==> src/shared/ppsl_pkg.sv <==
package ppsl_pkg;

   // one pixel word as it travels across the link
   typedef struct packed {
      logic line_sync;
      logic frame_sync;
      logic pixel_data_valid;
      logic [5:0] blue;
      logic [5:0] green;
      logic [5:0] red;
   } ppsl_word_type;

   localparam int PPSL_WORD_BITS = 21;
   localparam int PPSL_CHANNELS = 3;
   localparam int PPSL_SLOT_BITS = 7;
   // forwarded clock is high for the first four bit times of a slot
   localparam int PPSL_FWD_HIGH_BITS = 4;
   localparam logic [2:0] PPSL_LAST_BIT = 3'h6;
   localparam logic [2:0] PPSL_PCLK_HIGH_CYC = 3'h3;

   localparam int PPSL_SYS_CLK_MHZ = 100;
   localparam int PPSL_LOCK_TIME_MS = 10;
   // longest wait, rounded down to whole cycles
   localparam int PPSL_LOCK_CYCLES = PPSL_LOCK_TIME_MS * 1000 * PPSL_SYS_CLK_MHZ;

   typedef logic [PPSL_CHANNELS-1:0][PPSL_SLOT_BITS-1:0] ppsl_slots_type;

   typedef enum logic [2:0] {
      TX_OFF = 3'b001,
      TX_IDLE = 3'b010,
      TX_SHIFT = 3'b100
   } ppsl_tx_state_type;

   // channel c carries word bits c*7 .. c*7+6, bit 0 of the slot first
   function automatic logic [PPSL_CHANNELS-1:0] ppsl_slot_bits(input ppsl_word_type w,
                                                              input logic [2:0] k);
      logic [PPSL_CHANNELS-1:0] b;
      b = '0;
      for (int c = 0; c < PPSL_CHANNELS; c++) begin
         b[c] = w[c * PPSL_SLOT_BITS + int'(k)];
      end
      return b;
   endfunction

   function automatic ppsl_word_type ppsl_assemble(input ppsl_slots_type s);
      logic [PPSL_WORD_BITS-1:0] w;
      w = '0;
      for (int c = 0; c < PPSL_CHANNELS; c++) begin
         for (int k = 0; k < PPSL_SLOT_BITS; k++) begin
            w[c * PPSL_SLOT_BITS + k] = s[c][k];
         end
      end
      return ppsl_word_type'(w);
   endfunction

endpackage

==> src/rtl/ppsl_link.sv <==
// Overview of operation
// transmitter takes 21-bit colour plus control word
// word sampled on pixel clock rising edge
// receiver drives the same 21-bit word
// pixel clock output rising edge strobes word
// transmitter power-down floats data and clock
// receiver power-down freezes its parallel outputs
// seven bits per channel per link clock
// pin mapping is the system designer's choice
// transmitter waits lock time before sending
// identical fixed bit order on both ends
`timescale 1ns/1ps
module ppsl_link
   import ppsl_pkg::*;
#(
   parameter int unsigned LOCK_CYCLES_P = PPSL_LOCK_CYCLES
) (
   // clock and reset
   input wire logic sys_clk,
   input wire logic reset_n,
   // transmitter, controller side
   input wire ppsl_word_type tx_parallel_inputs,
   input wire logic pixel_clock_input,
   input wire logic tx_power_down_n,
   // transmitter, link side
   output logic [PPSL_CHANNELS-1:0] tx_serial_data_pairs,
   output logic [PPSL_CHANNELS-1:0] tx_serial_data_pairs_oe,
   output logic forwarded_clock_output,
   output logic forwarded_clock_output_oe,
   // receiver, link side
   input wire logic [PPSL_CHANNELS-1:0] rx_serial_data_pairs,
   input wire logic forwarded_clock_input,
   input wire logic rx_power_down_n,
   // receiver, panel side
   output ppsl_word_type rx_parallel_outputs,
   output logic pixel_clock_output
);

   // ---------------- transmitter ----------------
   logic [PPSL_WORD_BITS+1:0] tx_sync;
   ppsl_word_type tx_word_s;
   logic tx_pclk_s, tx_pd_s;

   ppsl_sync #(.WIDTH(PPSL_WORD_BITS + 2)) u_tx_sync (
      .sys_clk(sys_clk),
      .reset_n(reset_n),
      .async_in({tx_power_down_n, pixel_clock_input, tx_parallel_inputs}),
      .sync_out(tx_sync)
   );

   assign tx_word_s = ppsl_word_type'(tx_sync[PPSL_WORD_BITS-1:0]);
   assign tx_pclk_s = tx_sync[PPSL_WORD_BITS];
   assign tx_pd_s = tx_sync[PPSL_WORD_BITS+1];

   ppsl_tx_state_type tx_state_q, tx_state_d;
   ppsl_word_type tx_word_q, tx_word_d;
   logic [2:0] tx_bit_q, tx_bit_d;
   logic [31:0] lock_cnt_q, lock_cnt_d;
   logic tx_pclk_prev_q, tx_pclk_rise;
   logic [PPSL_CHANNELS-1:0] tx_data_q, tx_data_d;
   logic tx_fwd_q, tx_fwd_d, tx_oe_q;

   assign tx_pclk_rise = tx_pclk_s & ~tx_pclk_prev_q;

   always_comb begin
      tx_state_d = tx_state_q;
      tx_word_d = tx_word_q;
      tx_bit_d = tx_bit_q;
      lock_cnt_d = lock_cnt_q;
      tx_data_d = '0;
      tx_fwd_d = 1'b0;
      if (!tx_pd_s) begin
         // relock from scratch after every power-down
         tx_state_d = TX_OFF;
         lock_cnt_d = '0;
      end else begin
         unique case (tx_state_q)
            TX_OFF: begin
               if (lock_cnt_q >= LOCK_CYCLES_P - 32'h1) begin
                  tx_state_d = TX_IDLE;
               end else begin
                  lock_cnt_d = lock_cnt_q + 32'h1;
               end
            end
            TX_IDLE: begin
               if (tx_pclk_rise) begin
                  tx_word_d = tx_word_s;
                  tx_bit_d = 3'h0;
                  tx_state_d = TX_SHIFT;
                  tx_data_d = ppsl_slot_bits(tx_word_s, 3'h0);
                  tx_fwd_d = 1'b1;
               end
            end
            TX_SHIFT: begin
               // a pixel edge that lands inside a slot is dropped
               if (tx_bit_q == PPSL_LAST_BIT) begin
                  tx_state_d = TX_IDLE;
               end else begin
                  tx_bit_d = tx_bit_q + 3'h1;
                  tx_data_d = ppsl_slot_bits(tx_word_q, tx_bit_d);
                  tx_fwd_d = (int'(tx_bit_d) < PPSL_FWD_HIGH_BITS);
               end
            end
            default: begin
               tx_state_d = TX_OFF;
            end
         endcase
      end
   end

   always_ff @(posedge sys_clk or negedge reset_n) begin
      if (!reset_n) begin
         tx_state_q <= TX_OFF;
         tx_word_q <= '0;
         tx_bit_q <= 3'h0;
         lock_cnt_q <= '0;
         tx_pclk_prev_q <= 1'b0;
         tx_data_q <= '0;
         tx_fwd_q <= 1'b0;
         tx_oe_q <= 1'b0;
      end else begin
         tx_state_q <= tx_state_d;
         tx_word_q <= tx_word_d;
         tx_bit_q <= tx_bit_d;
         lock_cnt_q <= lock_cnt_d;
         tx_pclk_prev_q <= tx_pclk_s;
         tx_data_q <= tx_data_d;
         tx_fwd_q <= tx_fwd_d;
         tx_oe_q <= tx_pd_s;
      end
   end

   assign tx_serial_data_pairs = tx_data_q;
   assign tx_serial_data_pairs_oe = {PPSL_CHANNELS{tx_oe_q}};
   assign forwarded_clock_output = tx_fwd_q;
   assign forwarded_clock_output_oe = tx_oe_q;

   // ---------------- receiver ----------------
   logic [1:0] rx_sync;
   logic [PPSL_CHANNELS-1:0] rx_data_s;
   logic rx_fwd_s, rx_pd_s;
   // a serial bit lasts one cycle, too short for the agreement filter, so the
   // data lines take four plain stages matching the filtered link clock delay
   logic [3:0][PPSL_CHANNELS-1:0] rx_dly_q, rx_dly_d;

   ppsl_sync #(.WIDTH(2)) u_rx_sync (
      .sys_clk(sys_clk),
      .reset_n(reset_n),
      .async_in({rx_power_down_n, forwarded_clock_input}),
      .sync_out(rx_sync)
   );

   always_comb begin
      rx_dly_d = {rx_dly_q[2:0], rx_serial_data_pairs};
   end

   always_ff @(posedge sys_clk or negedge reset_n) begin
      if (!reset_n) begin
         rx_dly_q <= '0;
      end else begin
         rx_dly_q <= rx_dly_d;
      end
   end

   assign rx_data_s = rx_dly_q[3];
   assign rx_fwd_s = rx_sync[0];
   assign rx_pd_s = rx_sync[1];

   ppsl_slots_type rx_sh_q, rx_sh_d;
   logic [2:0] rx_bit_q, rx_bit_d, rx_hold_q, rx_hold_d;
   logic rx_busy_q, rx_busy_d, rx_done_q, rx_done_d;
   logic rx_fwd_prev_q, rx_fwd_rise, rx_pclk_q, rx_pclk_d;
   ppsl_word_type rx_word_q, rx_word_d;

   assign rx_fwd_rise = rx_fwd_s & ~rx_fwd_prev_q;

   always_comb begin
      rx_sh_d = rx_sh_q;
      rx_bit_d = rx_bit_q;
      rx_busy_d = rx_busy_q;
      rx_done_d = 1'b0;
      if (!rx_busy_q && rx_fwd_rise) begin
         // link clock rising edge marks bit 0 of the slot
         for (int c = 0; c < PPSL_CHANNELS; c++) begin
            rx_sh_d[c][0] = rx_data_s[c];
         end
         rx_bit_d = 3'h1;
         rx_busy_d = 1'b1;
      end else if (rx_busy_q) begin
         for (int c = 0; c < PPSL_CHANNELS; c++) begin
            rx_sh_d[c][rx_bit_q] = rx_data_s[c];
         end
         if (rx_bit_q == PPSL_LAST_BIT) begin
            rx_busy_d = 1'b0;
            rx_done_d = 1'b1;
         end else begin
            rx_bit_d = rx_bit_q + 3'h1;
         end
      end
   end

   // data moves first, the strobe rises one cycle later
   always_comb begin
      rx_word_d = rx_word_q;
      rx_hold_d = rx_hold_q;
      rx_pclk_d = rx_pclk_q;
      if (rx_pd_s) begin
         if (rx_done_q) begin
            rx_word_d = ppsl_assemble(rx_sh_q);
            rx_hold_d = PPSL_PCLK_HIGH_CYC;
         end else if (rx_hold_q != 3'h0) begin
            rx_hold_d = rx_hold_q - 3'h1;
         end
         rx_pclk_d = (rx_hold_q != 3'h0);
      end
   end

   always_ff @(posedge sys_clk or negedge reset_n) begin
      if (!reset_n) begin
         rx_sh_q <= '0;
         rx_bit_q <= 3'h0;
         rx_busy_q <= 1'b0;
         rx_done_q <= 1'b0;
         rx_fwd_prev_q <= 1'b0;
         rx_word_q <= '0;
         rx_hold_q <= 3'h0;
         rx_pclk_q <= 1'b0;
      end else begin
         rx_sh_q <= rx_sh_d;
         rx_bit_q <= rx_bit_d;
         rx_busy_q <= rx_busy_d;
         rx_done_q <= rx_done_d;
         rx_fwd_prev_q <= rx_fwd_s;
         rx_word_q <= rx_word_d;
         rx_hold_q <= rx_hold_d;
         rx_pclk_q <= rx_pclk_d;
      end
   end

   assign rx_parallel_outputs = rx_word_q;
   assign pixel_clock_output = rx_pclk_q;
endmodule // ppsl_link

==> src/rtl/ppsl_sync.sv <==
`timescale 1ns/1ps
module ppsl_sync
   import ppsl_pkg::*;
#(
   parameter int WIDTH = 1
) (
   // clock and reset
   input wire logic sys_clk,
   input wire logic reset_n,
   // pins
   input wire logic [WIDTH-1:0] async_in,
   output logic [WIDTH-1:0] sync_out
);

   logic [WIDTH-1:0] s1_q, s2_q, s3_q, out_q, out_d;

   // a bit only moves once the second and third stages agree
   always_comb begin
      out_d = (s2_q & s3_q) | (out_q & (s2_q | s3_q));
   end

   always_ff @(posedge sys_clk or negedge reset_n) begin
      if (!reset_n) begin
         s1_q <= '0;
         s2_q <= '0;
         s3_q <= '0;
         out_q <= '0;
      end else begin
         s1_q <= async_in;
         s2_q <= s1_q;
         s3_q <= s2_q;
         out_q <= out_d;
      end
   end

   assign sync_out = out_q;

endmodule // ppsl_sync

==> config.mk <==
export PLATFORM = sky130hd
export DESIGN_NAME = ppsl_link
export DESIGN_NICKNAME = d
export VERILOG_FILES = /design/src/shared/ppsl_pkg.sv /design/src/rtl/ppsl_link.sv /design/src/rtl/ppsl_sync.sv
export SDC_FILE = /design/constraint.sdc
export NUM_CORES = 1
export LEC_CHECK = 0
export BUFFER_PORTS_ARGS = -buffer_cell sky130_fd_sc_hd__buf_4
export CORE_AREA = 2 2 118 166
export DETAILED_ROUTE_END_ITERATION = 10
export DIE_AREA = 0 0 120 168
export PLACE_DENSITY = 0.71
export SLEW_MARGIN = 30
export SYNTH_ARGS = -nofsm -noshare
export SYNTH_HDL_FRONTEND = slang
export SYNTH_SLANG_ARGS = --single-unit
==> constraint.sdc <==
create_clock -name sys_clk -period 2.7 [get_ports sys_clk]
set_clock_uncertainty 0.15 [all_clocks]
set_input_delay 0.135 -clock sys_clk [delete_from_list [all_inputs] [get_ports sys_clk]]
set_output_delay 0.135 -clock sys_clk [all_outputs]
set_load 0.05 [all_outputs]
==> results.py, run 1 <==
metrics = {
    "synth": {
        "syn-instance-count": 557,
        "ys_types": 52,
        "ys_top_cells_by_count": "228 x dfrtp_1, 63 x mux2_2, 25 x maj3_1, 20 x inv_1, 20 x o21ai_0",
        "async_flop_share_pct": 100,
        "synth_edf_count": 0,
        "avgSynthCellArea_um2": 14.9,
        "ys_top_cells_by_area": "dfrtp_1 69%, mux2_2 8.5%, maj3_1 3.0%",
        "post-synth-top-count-cell": "dfrtp_1",
        "ys.warnings.count": 0,
        "yosysSeqAreaShare_pct": 68.9,
        "synth_area_um2": 8320,
        "synth_flop_cell": "dfrtp_1",
        "yosys_register_bits": 229,
        "syn-num-nets": 596,
        "yosys.area.top_type": "dfrtp_1",
        "synth_top_area_share_pct": 68.6,
    },
    "floorplan": {
        "die_w_um": 120,
        "ios": 60,
        "rows": 60,
        "initial_core_util_pct": 44.2,
        "die_area_um2": 20200,
        "core_um2": 18800,
        "die_y_um": 168,
    },
    "timing": {
        "fin_setup_tns_ps": 0,
        "tightest_slew_ps": 699,
        "final_hold_viol_count": 0,
        "max_freq_mhz": 395,
        "fin_ws_ps": 168,
        "slew_headroom_pct": 53.1,
        "setup_viol": 0,
        "fin_hold_ws_ps": 64.7,
        "min_period_over_period_pct": 93.8,
        "rsz0062_at_grt": "no",
        "finalMaxSlewViolations": 0,
        "fin_crit_ps": 2530,
    },
    "clock_tree": {
        "cts_max_level": 1,
        "insertion_delay_ps": 500,
        "cts_root_buffer": "clkbuf_16",
        "cts_tree": "yes",
        "cts_buffer_depth": 3,
        "cts.clk_slew.worst_paths_ps": 70,
        "postCtsResizedCells": 0,
        "cts-buffers-inserted": 22,
        "cts.sinks": 229,
    },
    "route": {
        "drtPass1Iterations": 4,
        "ant_nets": 0,
        "first_iter_violations": 460,
        "viasPerCell": 5.08,
        "wl_per_cell_um": 15.4,
        "num_vias": 4680,
        "routed_wl_mm": 14.2,
        "drc": 0,
    },
    "hold_path": {
        "hold_class": "in2async",
    },
    "place": {
        "gp_congestion": 0.772,
        "dp.final_hpwl_mm": 9.18,
        "dp_cells": 854,
        "port_buffers": 59,
        "post-place-ws_ps": 204,
        "dpl-instance-area_um2": 9080,
    },
    "power": {
        "power.density_nw_per_um2": 905,
        "leakage_nw": 4.62,
        "ir_drop_v": 0.000983,
    },
    "setup_path": {
        "crit_slowest_cell": "or4_1",
        "crit_chain": "and3_1 > a311o_1 > a211o_1 > or4_1 > a21oi_1",
        "cp_slowest_stage_delay_ps": 580,
        "cp_max_fo": 17,
        "cp.required_ps": 2950,
        "endpoint_kind": "flip-flop",
        "critPathArrivalTime_ps": 2780,
        "worst-setup-path-type": "reg2reg",
        "start_kind": "flip-flop",
    },
    "cells_and_area": {
        "final_cell_area_um2": 10200,
        "fillers": 1499,
        "nets": 698,
        "diodes": 0,
        "final_cell_count_no_fill": 921,
        "multi_input_area_um2": 2410,
        "drive_gt1_share_pct": 27.2,
        "area.sequential_um2": 5730,
        "area_growth_pct": 22.4,
    },
    "grt": {
        "grt_max_degree": 78,
        "grt_pass1_wl_mm": 24.6,
        "first_global_vias": 5018,
        "track_usage_pct": 14.7,
        "antenna_found_initial": 0,
        "grt-ovfl-total": 0,
    },
    "outcome": {
        "outcome": "finished clean",
    },
    "run": {
        "cap_violations": 0,
    },
}
==> area by class of cell <==
type / instances / area share (%)
Tap cell: 248 / 3.05
Timing Repair Buffer: 98 / 8.26
Inverter: 20 / 0.737
Multi-Input combinational cell: 288 / 23.7
Clock inverter: 11 / 1.89
Clock buffer: 27 / 6.09
Sequential cell: 229 / 56.3
==> final timing paths <==
kind | from | end | slack [ps] | cells past startpoint
max in group asynchronous | reset_n | u_tx_sync.s1_q[8] | 1490 | 3
setup reg to reg | lock_cnt_q[2] | lock_cnt_q[17] | 170 | 5
hold reg to reg | u_tx_sync.s1_q[15] | u_tx_sync.s2_q[15] | 200 | 0
hold / removal | reset_n | u_tx_sync.s2_q[16] | 60 | 2
setup / recovery | lock_cnt_q[2] | lock_cnt_q[17] | 170 | 5
min in group sys_clk | rx_serial_data_pairs[2] | rx_dly_d[5] | 140 | 2
==> stage by stage <==
| stage | utilization (%) | total power, mW |
|---|---|---|
| floorplan | - | 5.32 |
| global placement | 48.2 | 5.79 |
| detailed placement | 48.2 | 5.90 |
| CTS | 54.1 | 9.34 |
| global route | 54.1 | 9.66 |
| finish | 54.1 | 9.22 |
==> critical path, delay by kind of cell (launching register included) <==
family | cells | cell delay (ps)
simple gates | 2 | 790
compound gates | 3 | 1070
flops | 1 | 420
==> flip-flops by register name, indices dropped and copies added (netlist names), 2 cells and up <==
signal	cells
u_rx_sync.s2_q	2
u_rx_sync.s1_q	2
rx_data_s	3
tx_state_q	3
rx_dly_d	9
tx_serial_data_pairs	3
u_rx_sync.s3_q	2
tx_word_q	21
u_tx_sync.s2_q	23
rx_sh_q	21
u_tx_sync.s3_q	23
rx_bit_q	3
tx_bit_q	3
rx_hold_q	3
u_rx_sync.sync_out	2
u_tx_sync.s1_q	23
lock_cnt_q	32
u_tx_sync.sync_out	23
rx_parallel_outputs	21
==> report_power, final <==
part	total (mW)	leakage, nW	internal [mW]	switching, mW
Clock	3.36	0.393	2.11	1.25
Combinational	1.65	1.38	0.691	0.955
Sequential	4.21	2.85	3.90	0.306
Total	9.22	4.62	6.71	2.51
==> timing repair <==
action,4_1_cts,5_1_grt
buffers inserted,0,0
hold endpoints to repair,179,0
hold buffers,29,0
==> routing by layer <==
metal  vias up  share of wire [%]  global-route usage, %
met5         -                  0                      0
met4         0                2.0                   4.86
met3        33                4.3                   2.54
met2       120                 52                   25.1
met1      2352                 42                   19.1
li1       2175                  -                      -
==> cell families after synthesis <==
family          after synthesis  synth area share (%)
compound gates               69                  5.32
flops                       229                  68.9
buf+inv                      40                  2.12
xor+xnor                      5                 0.526
simple gates                104                  7.35
fa+ha+maj                    34                  4.36
mux                          76                  11.4
==> placed cells by master (no fill, tap or decap), drive strengths merged, types with 3 or more instances in the layout <==
cell type    Yosys  final
o31a             3      3
mux4             9      9
a22o             3      3
or4              4      4
inv             20     20
a21oi           17     17
nand3           11     11
dlygate4sd3      0     29
or3              8      8
xnor2            5      5
bufinv           0      5
a211oi           4      4
o21ai           20     20
mux2            63     63
maj3            25     25
dfrtp          228    228
ha               9      9
o31ai            4      4
nor4b            3      3
nor2            15     15
clkinv           0      4
a211o            3      3
nor4             7      7
nand2b           5      5
and2            12     12
o21a             5      5
nand2           17     17
and3             6      6
mux2i            4      4
buf              6     69
nand4            6      6
clkbuf          14     27
(Power assumes the default switching activity.)
==> inputs of run 2 (changes only) <==
- BUFFER_PORTS_ARGS: -buffer_cell sky130_fd_sc_hd__buf_4 -> not set
- DONT_BUFFER_PORTS: not set -> 1
- GPL_TIMING_DRIVEN: not set -> 1
- PLACE_DENSITY: 0.71 -> 0.68
==> run 2 against run 1 <==
The run now ends with hold timing left. Critical path depth did not move. Critical endpoint is now lock_cnt_q[15]. Sequential share of layout area increased by 3.3 points. Via count decreased by 5.0%. Global-route usage shrank 0.38 points. Cell area down 5.5%. Register-to-register slack better by 70 ps. Clock power down 5%. Largest cell class unchanged. Total power decreased by 5.7%. Cell count is 6.7% lower. Routed wire length down 3.4%. Core utilization is 3.0 points lower.
==> results.py, run 2 (synthesis gave the netlist of run 1 again) <==
metrics = {
    "place": {
        "dp.final_hpwl_mm": 8.45,
        "gp_congestion": 0.858,
        "port_buffers": 0,
        "dp_cells": 791,
    },
    "hold_path": {
        "hold_class": "in2async",
    },
    "clock_tree": {
        "postCtsHoldBufs": 28,
        "cts_tree": "yes",
        "postCtsResizedCells": 0,
        "cts-buffers-inserted": 22,
        "cts_buffer_depth": 3,
        "post_cts.repair.setup_buffers": 0,
        "cts.clk_slew.worst_paths_ps": 70,
        "cts_max_level": 1,
        "cts_root_buffer": "clkbuf_16",
        "cts.sinks": 229,
        "insertion_delay_ps": 500,
    },
    "cells_and_area": {
        "final_cell_count_no_fill": 859,
        "area_growth_pct": 15.7,
        "fillers": 1526,
        "largest_register_ffs": 32,
        "utilization_pct": 51.1,
        "nets": 634,
        "final_cell_mix": "227 x dfrtp_1, 63 x mux2_2, 28 x dlygate4sd3_1, 25 x maj3_1, 23 x clkbuf_16",
        "drive_gt1_share_pct": 19.6,
        "final_common_cell": "dfrtp_1",
        "regMostFlops": "lock_cnt_q",
        "diodes": 0,
    },
    "grt": {
        "grt_pass1_wl_mm": 23.7,
        "antenna_found_initial": 0,
        "grt_max_degree": 230,
        "grt-ovfl-total": 0,
        "first_global_vias": 4804,
        "track_usage_pct": 14.3,
    },
    "floorplan": {
        "rows": 60,
        "initial_core_util_pct": 44.2,
        "ios": 60,
        "die_y_um": 168,
        "die_area_um2": 20200,
        "core_um2": 18800,
        "die_w_um": 120,
    },
    "setup_path": {
        "cp_max_fo": 17,
        "cp_slowest_stage_delay_ps": 570,
        "endpoint_kind": "flip-flop",
        "start_kind": "flip-flop",
        "worst-setup-path-type": "reg2reg",
        "crit_slowest_cell": "or4_1",
        "crit_chain": "and3_1 > a311o_1 > a211o_1 > or4_1 > a21oi_1",
        "cp.required_ps": 2970,
        "critPathArrivalTime_ps": 2730,
    },
    "route": {
        "routed_wl_mm": 13.7,
        "first_iter_violations": 356,
        "wl_per_cell_um": 15.9,
        "ant_nets": 0,
        "drc": 0,
        "viasPerCell": 5.18,
        "num_vias": 4448,
        "drtPass1Iterations": 7,
    },
    "power": {
        "finalPower_mw": 8.69,
        "internal_power_mw": 6.29,
        "p_sw_mw": 2.40,
        "p_clk_share_pct": 36.6,
        "ir_drop_v": 0.000638,
        "seqPwrFrac_pct": 54.4,
        "comb_power_share_pct": 9.0,
        "leakage_nw": 4.27,
        "power.density_nw_per_um2": 903,
        "switching_share_pct": 27.6,
    },
    "timing": {
        "max_freq_mhz": 406,
        "slew_headroom_pct": 37.9,
        "final_hold_viol_count": 229,
        "rsz0062_at_grt": "no",
        "setup_viol": 0,
        "fin_hold_ws_ps": -807,
        "fin_setup_tns_ps": 0,
        "tightest_slew_ps": 934,
        "fin_crit_ps": 2460,
        "min_period_over_period_pct": 91.3,
        "finalMaxSlewViolations": 0,
    },
    "run": {
        "cap_violations": 0,
    },
    "outcome": {
        "violations": "hold timing",
        "outcome": "complete, but fails checks",
    },
}
## run 2: final cells by class
class	instances	area (µm²)	share of cell area [%]
flip-flops and latches	229	5730	59.6
multi-input cells	288	2410	25.1
clock buffers	33	673	6.99
repair buffers	34	325	3.38
well taps	248	310	3.22
clock inverters	7	93.8	0.975
inverters	20	75.1	0.780
## run 2: power by group through the flow
| stage | Combinational, mW | Clock [mW] | Sequential [mW] |
|---|---|---|---|
| after global routing | 0.876 | 3.42 | 4.80 |
| after floorplan | 0.671 | 0 | 4.65 |
| final | 0.779 | 3.18 | 4.73 |
| after detailed placement | 0.753 | 0 | 4.80 |
| after CTS | 0.791 | 3.26 | 4.74 |
| after global placement | 0.689 | 0 | 4.78 |
## run 2: layer usage
metal	wire, µm	track usage (%)
met1	5810	18.2
met2	7000	24.6
met3	569	2.71
met4	309	4.96
met5	0	0
## run 2: final timing paths
path	endpoint	start	slack (ps)	depth (start not counted)
worst max register to register	lock_cnt_q[15]	lock_cnt_q[2]	240	5
max in group asynchronous	u_rx_sync.s1_q[1]	reset_n	2780	0
worst max-delay path	lock_cnt_q[15]	lock_cnt_q[2]	240	5
min in group sys_clk	u_tx_sync.s1_q[5]	tx_parallel_inputs[5]	40	1
worst min register to register	rx_dly_d[11]	rx_dly_d[8]	200	0
worst min-delay path	forwarded_clock_output_oe	reset_n	-810	0
## run 2: worst max-delay path: cells and delay by family, from the launching register on
family / cells / cell delay [ps]
DFF: 1 / 410
AOI/OAI and AO/OA: 3 / 1050
and+or+nand+nor: 2 / 770
## run 2: per-stage QoR
stage	instance area, µm²	setup slack [ps]	hold WS (ps)
floorplan	8320	7.43	-311
global placement	8580	304	-303
detailed placement	8580	263	-303
CTS	9620	266	-830
global route	9620	81.7	-829
finish	9620	236	-807
==> inputs of run 3 (changes only) <==
- CORE_AREA: 2 2 118 166 -> 2 2 107 151
- DIE_AREA: 0 0 120 168 -> 0 0 109 153
- PLACE_DENSITY: 0.68 -> 0.79
==> run 3 against run 2 <==
The run still ends with hold timing left. Register-to-register slack gained 20 ps. Non-clock buffer count grew 1. Total power grew 0.33%. Sequential share of layout area grew 0.29 points. Combinational power is essentially flat. Maximum frequency grew 0.62%. Cell count shrank 6.1%. First-iteration DRC count shrank 43%. Die area shrank 17%. Critical path type unchanged. Worst hold slack gained 7.8 ps. Worst setup slack gained 15 ps. Global-route usage grew 3.4 points. Highest routed layer unchanged.
==> results.py, run 3 (synthesis gave the netlist of run 1 again) <==
metrics = {
    "floorplan": {
        "ios": 60,
        "die_w_um": 109,
        "die_y_um": 153,
        "core_um2": 15300,
        "rows": 54,
        "initial_core_util_pct": 54.3,
        "die_area_um2": 16700,
    },
    "cells_and_area": {
        "regMostFlops": "lock_cnt_q",
        "diodes": 0,
        "largest_register_ffs": 32,
        "final_cell_area_um2": 9580,
        "final_common_cell": "dfrtp_1",
        "area_growth_pct": 15.1,
        "nets": 635,
        "drive_gt1_share_pct": 20.0,
        "final_cell_mix": "227 x dfrtp_1, 63 x mux2_2, 28 x dlygate4sd3_1, 25 x maj3_1, 23 x clkbuf_16",
    },
    "route": {
        "viasPerCell": 5.54,
        "drtPass1Iterations": 4,
        "routed_wl_mm": 13.8,
        "num_vias": 4473,
        "ant_nets": 0,
        "wl_per_cell_um": 17.0,
        "first_iter_violations": 202,
        "drc": 0,
    },
    "run": {
        "cap_violations": 0,
    },
    "clock_tree": {
        "post_cts.repair.setup_buffers": 0,
        "cts_tree": "yes",
        "cts_root_buffer": "clkbuf_16",
        "cts_buffer_depth": 3,
        "postCtsHoldBufs": 28,
        "cts-buffers-inserted": 22,
        "postCtsResizedCells": 0,
        "cts.clk_slew.worst_paths_ps": 60,
        "insertion_delay_ps": 490,
        "cts.sinks": 229,
        "cts_max_level": 1,
    },
    "timing": {
        "final_hold_viol_count": 229,
        "setup_viol": 0,
        "fin_crit_ps": 2450,
        "fin_ws_ps": 251,
        "fin_hold_ws_ps": -799,
        "fin_setup_tns_ps": 0,
        "rsz0062_at_grt": "no",
        "finalMaxSlewViolations": 0,
        "min_period_over_period_pct": 90.7,
        "slew_headroom_pct": 36.4,
        "tightest_slew_ps": 956,
        "max_freq_mhz": 408,
    },
    "place": {
        "post-place-ws_ps": 261,
        "dpl-instance-area_um2": 8520,
        "dp.final_hpwl_mm": 8.31,
        "gp_congestion": 0.774,
        "port_buffers": 0,
    },
    "grt": {
        "first_global_vias": 4840,
        "grt_max_degree": 230,
        "antenna_found_initial": 0,
        "grt_pass1_wl_mm": 23.9,
        "grt-ovfl-total": 0,
        "track_usage_pct": 17.7,
    },
    "setup_path": {
        "cp.required_ps": 2960,
        "cp_max_fo": 17,
        "start_kind": "flip-flop",
        "worst-setup-path-type": "reg2reg",
        "endpoint_kind": "flip-flop",
        "critPathArrivalTime_ps": 2710,
    },
    "power": {
        "leakage_nw": 4.27,
        "power.density_nw_per_um2": 910,
        "ir_drop_v": 0.000862,
        "finalPower_mw": 8.72,
    },
    "outcome": {
        "violations": "hold timing",
        "outcome": "complete, but fails checks",
    },
    "hold_path": {
        "hold_class": "in2async",
    },
}
-- run 3: cell types whose count changed in the layout (fill, tap and decap cells not counted) --
cell and change:
clkinv_2 -2, clkbuf_8 -3, bufinv_16 +1, clkinvlp_4 +3, buf_4 +1, clkbuf_1 -2
clkinv_4 +2
-- run 3: routing by layer --
layer	vias up	GRT usage (%)	part of all wire, %
met5	-	0	0
met4	0	5.56	2.7
met3	35	2.69	3.3
met2	85	30.1	53
met1	2298	23.5	41
li1	2055	-	-
-- run 3: final timing paths --
path | start | to | slack (ps) | cells after the start
worst max-delay path | lock_cnt_q[2] | lock_cnt_q[15] | 250 | 5
worst min-delay path | reset_n | u_tx_sync.sync_out[14] | -800 | 0
worst max register to register | lock_cnt_q[2] | lock_cnt_q[15] | 250 | 5
min in group sys_clk | rx_serial_data_pairs[2] | rx_dly_d[5] | 50 | 1
max in group asynchronous | reset_n | tx_state_q[0] | 2850 | 0
worst min register to register | u_tx_sync.s1_q[5] | u_tx_sync.s2_q[5] | 200 | 0
-- run 3: metrics by stage --
| stage | std cells | utilization [%] |
|---|---|---|
| final | 807 | 62.4 |
| after global routing | 807 | 62.4 |
| after floorplan | 557 | - |
| after global placement | 740 | 55.5 |
| after detailed placement | 740 | 55.5 |
| after CTS | 807 | 62.4 |
-- run 3: layout make-up --
class                      instances  area [µm²]
multi-input combinational        288        2410
clock buffer                      28         624
fill                            1068        5760
sequential                       229        5730
inverter                          20        75.1
clock inverter                    11         154
timing repair buffer              35         333
tap                              196         245
-- run 3: where the power goes --
group          internal (mW)  leakage [nW]  switching (mW)
registers               3.89          2.85           0.846
logic                  0.473          1.05           0.308
clock network           1.94         0.363            1.26
-- run 3: critical path: stages, from the launching register on --
cell and delay, ps:
dfrtp_1 420, and3_1 210, a311o_1 390, a211o_1 490, or4_1 550, a21oi_1 160
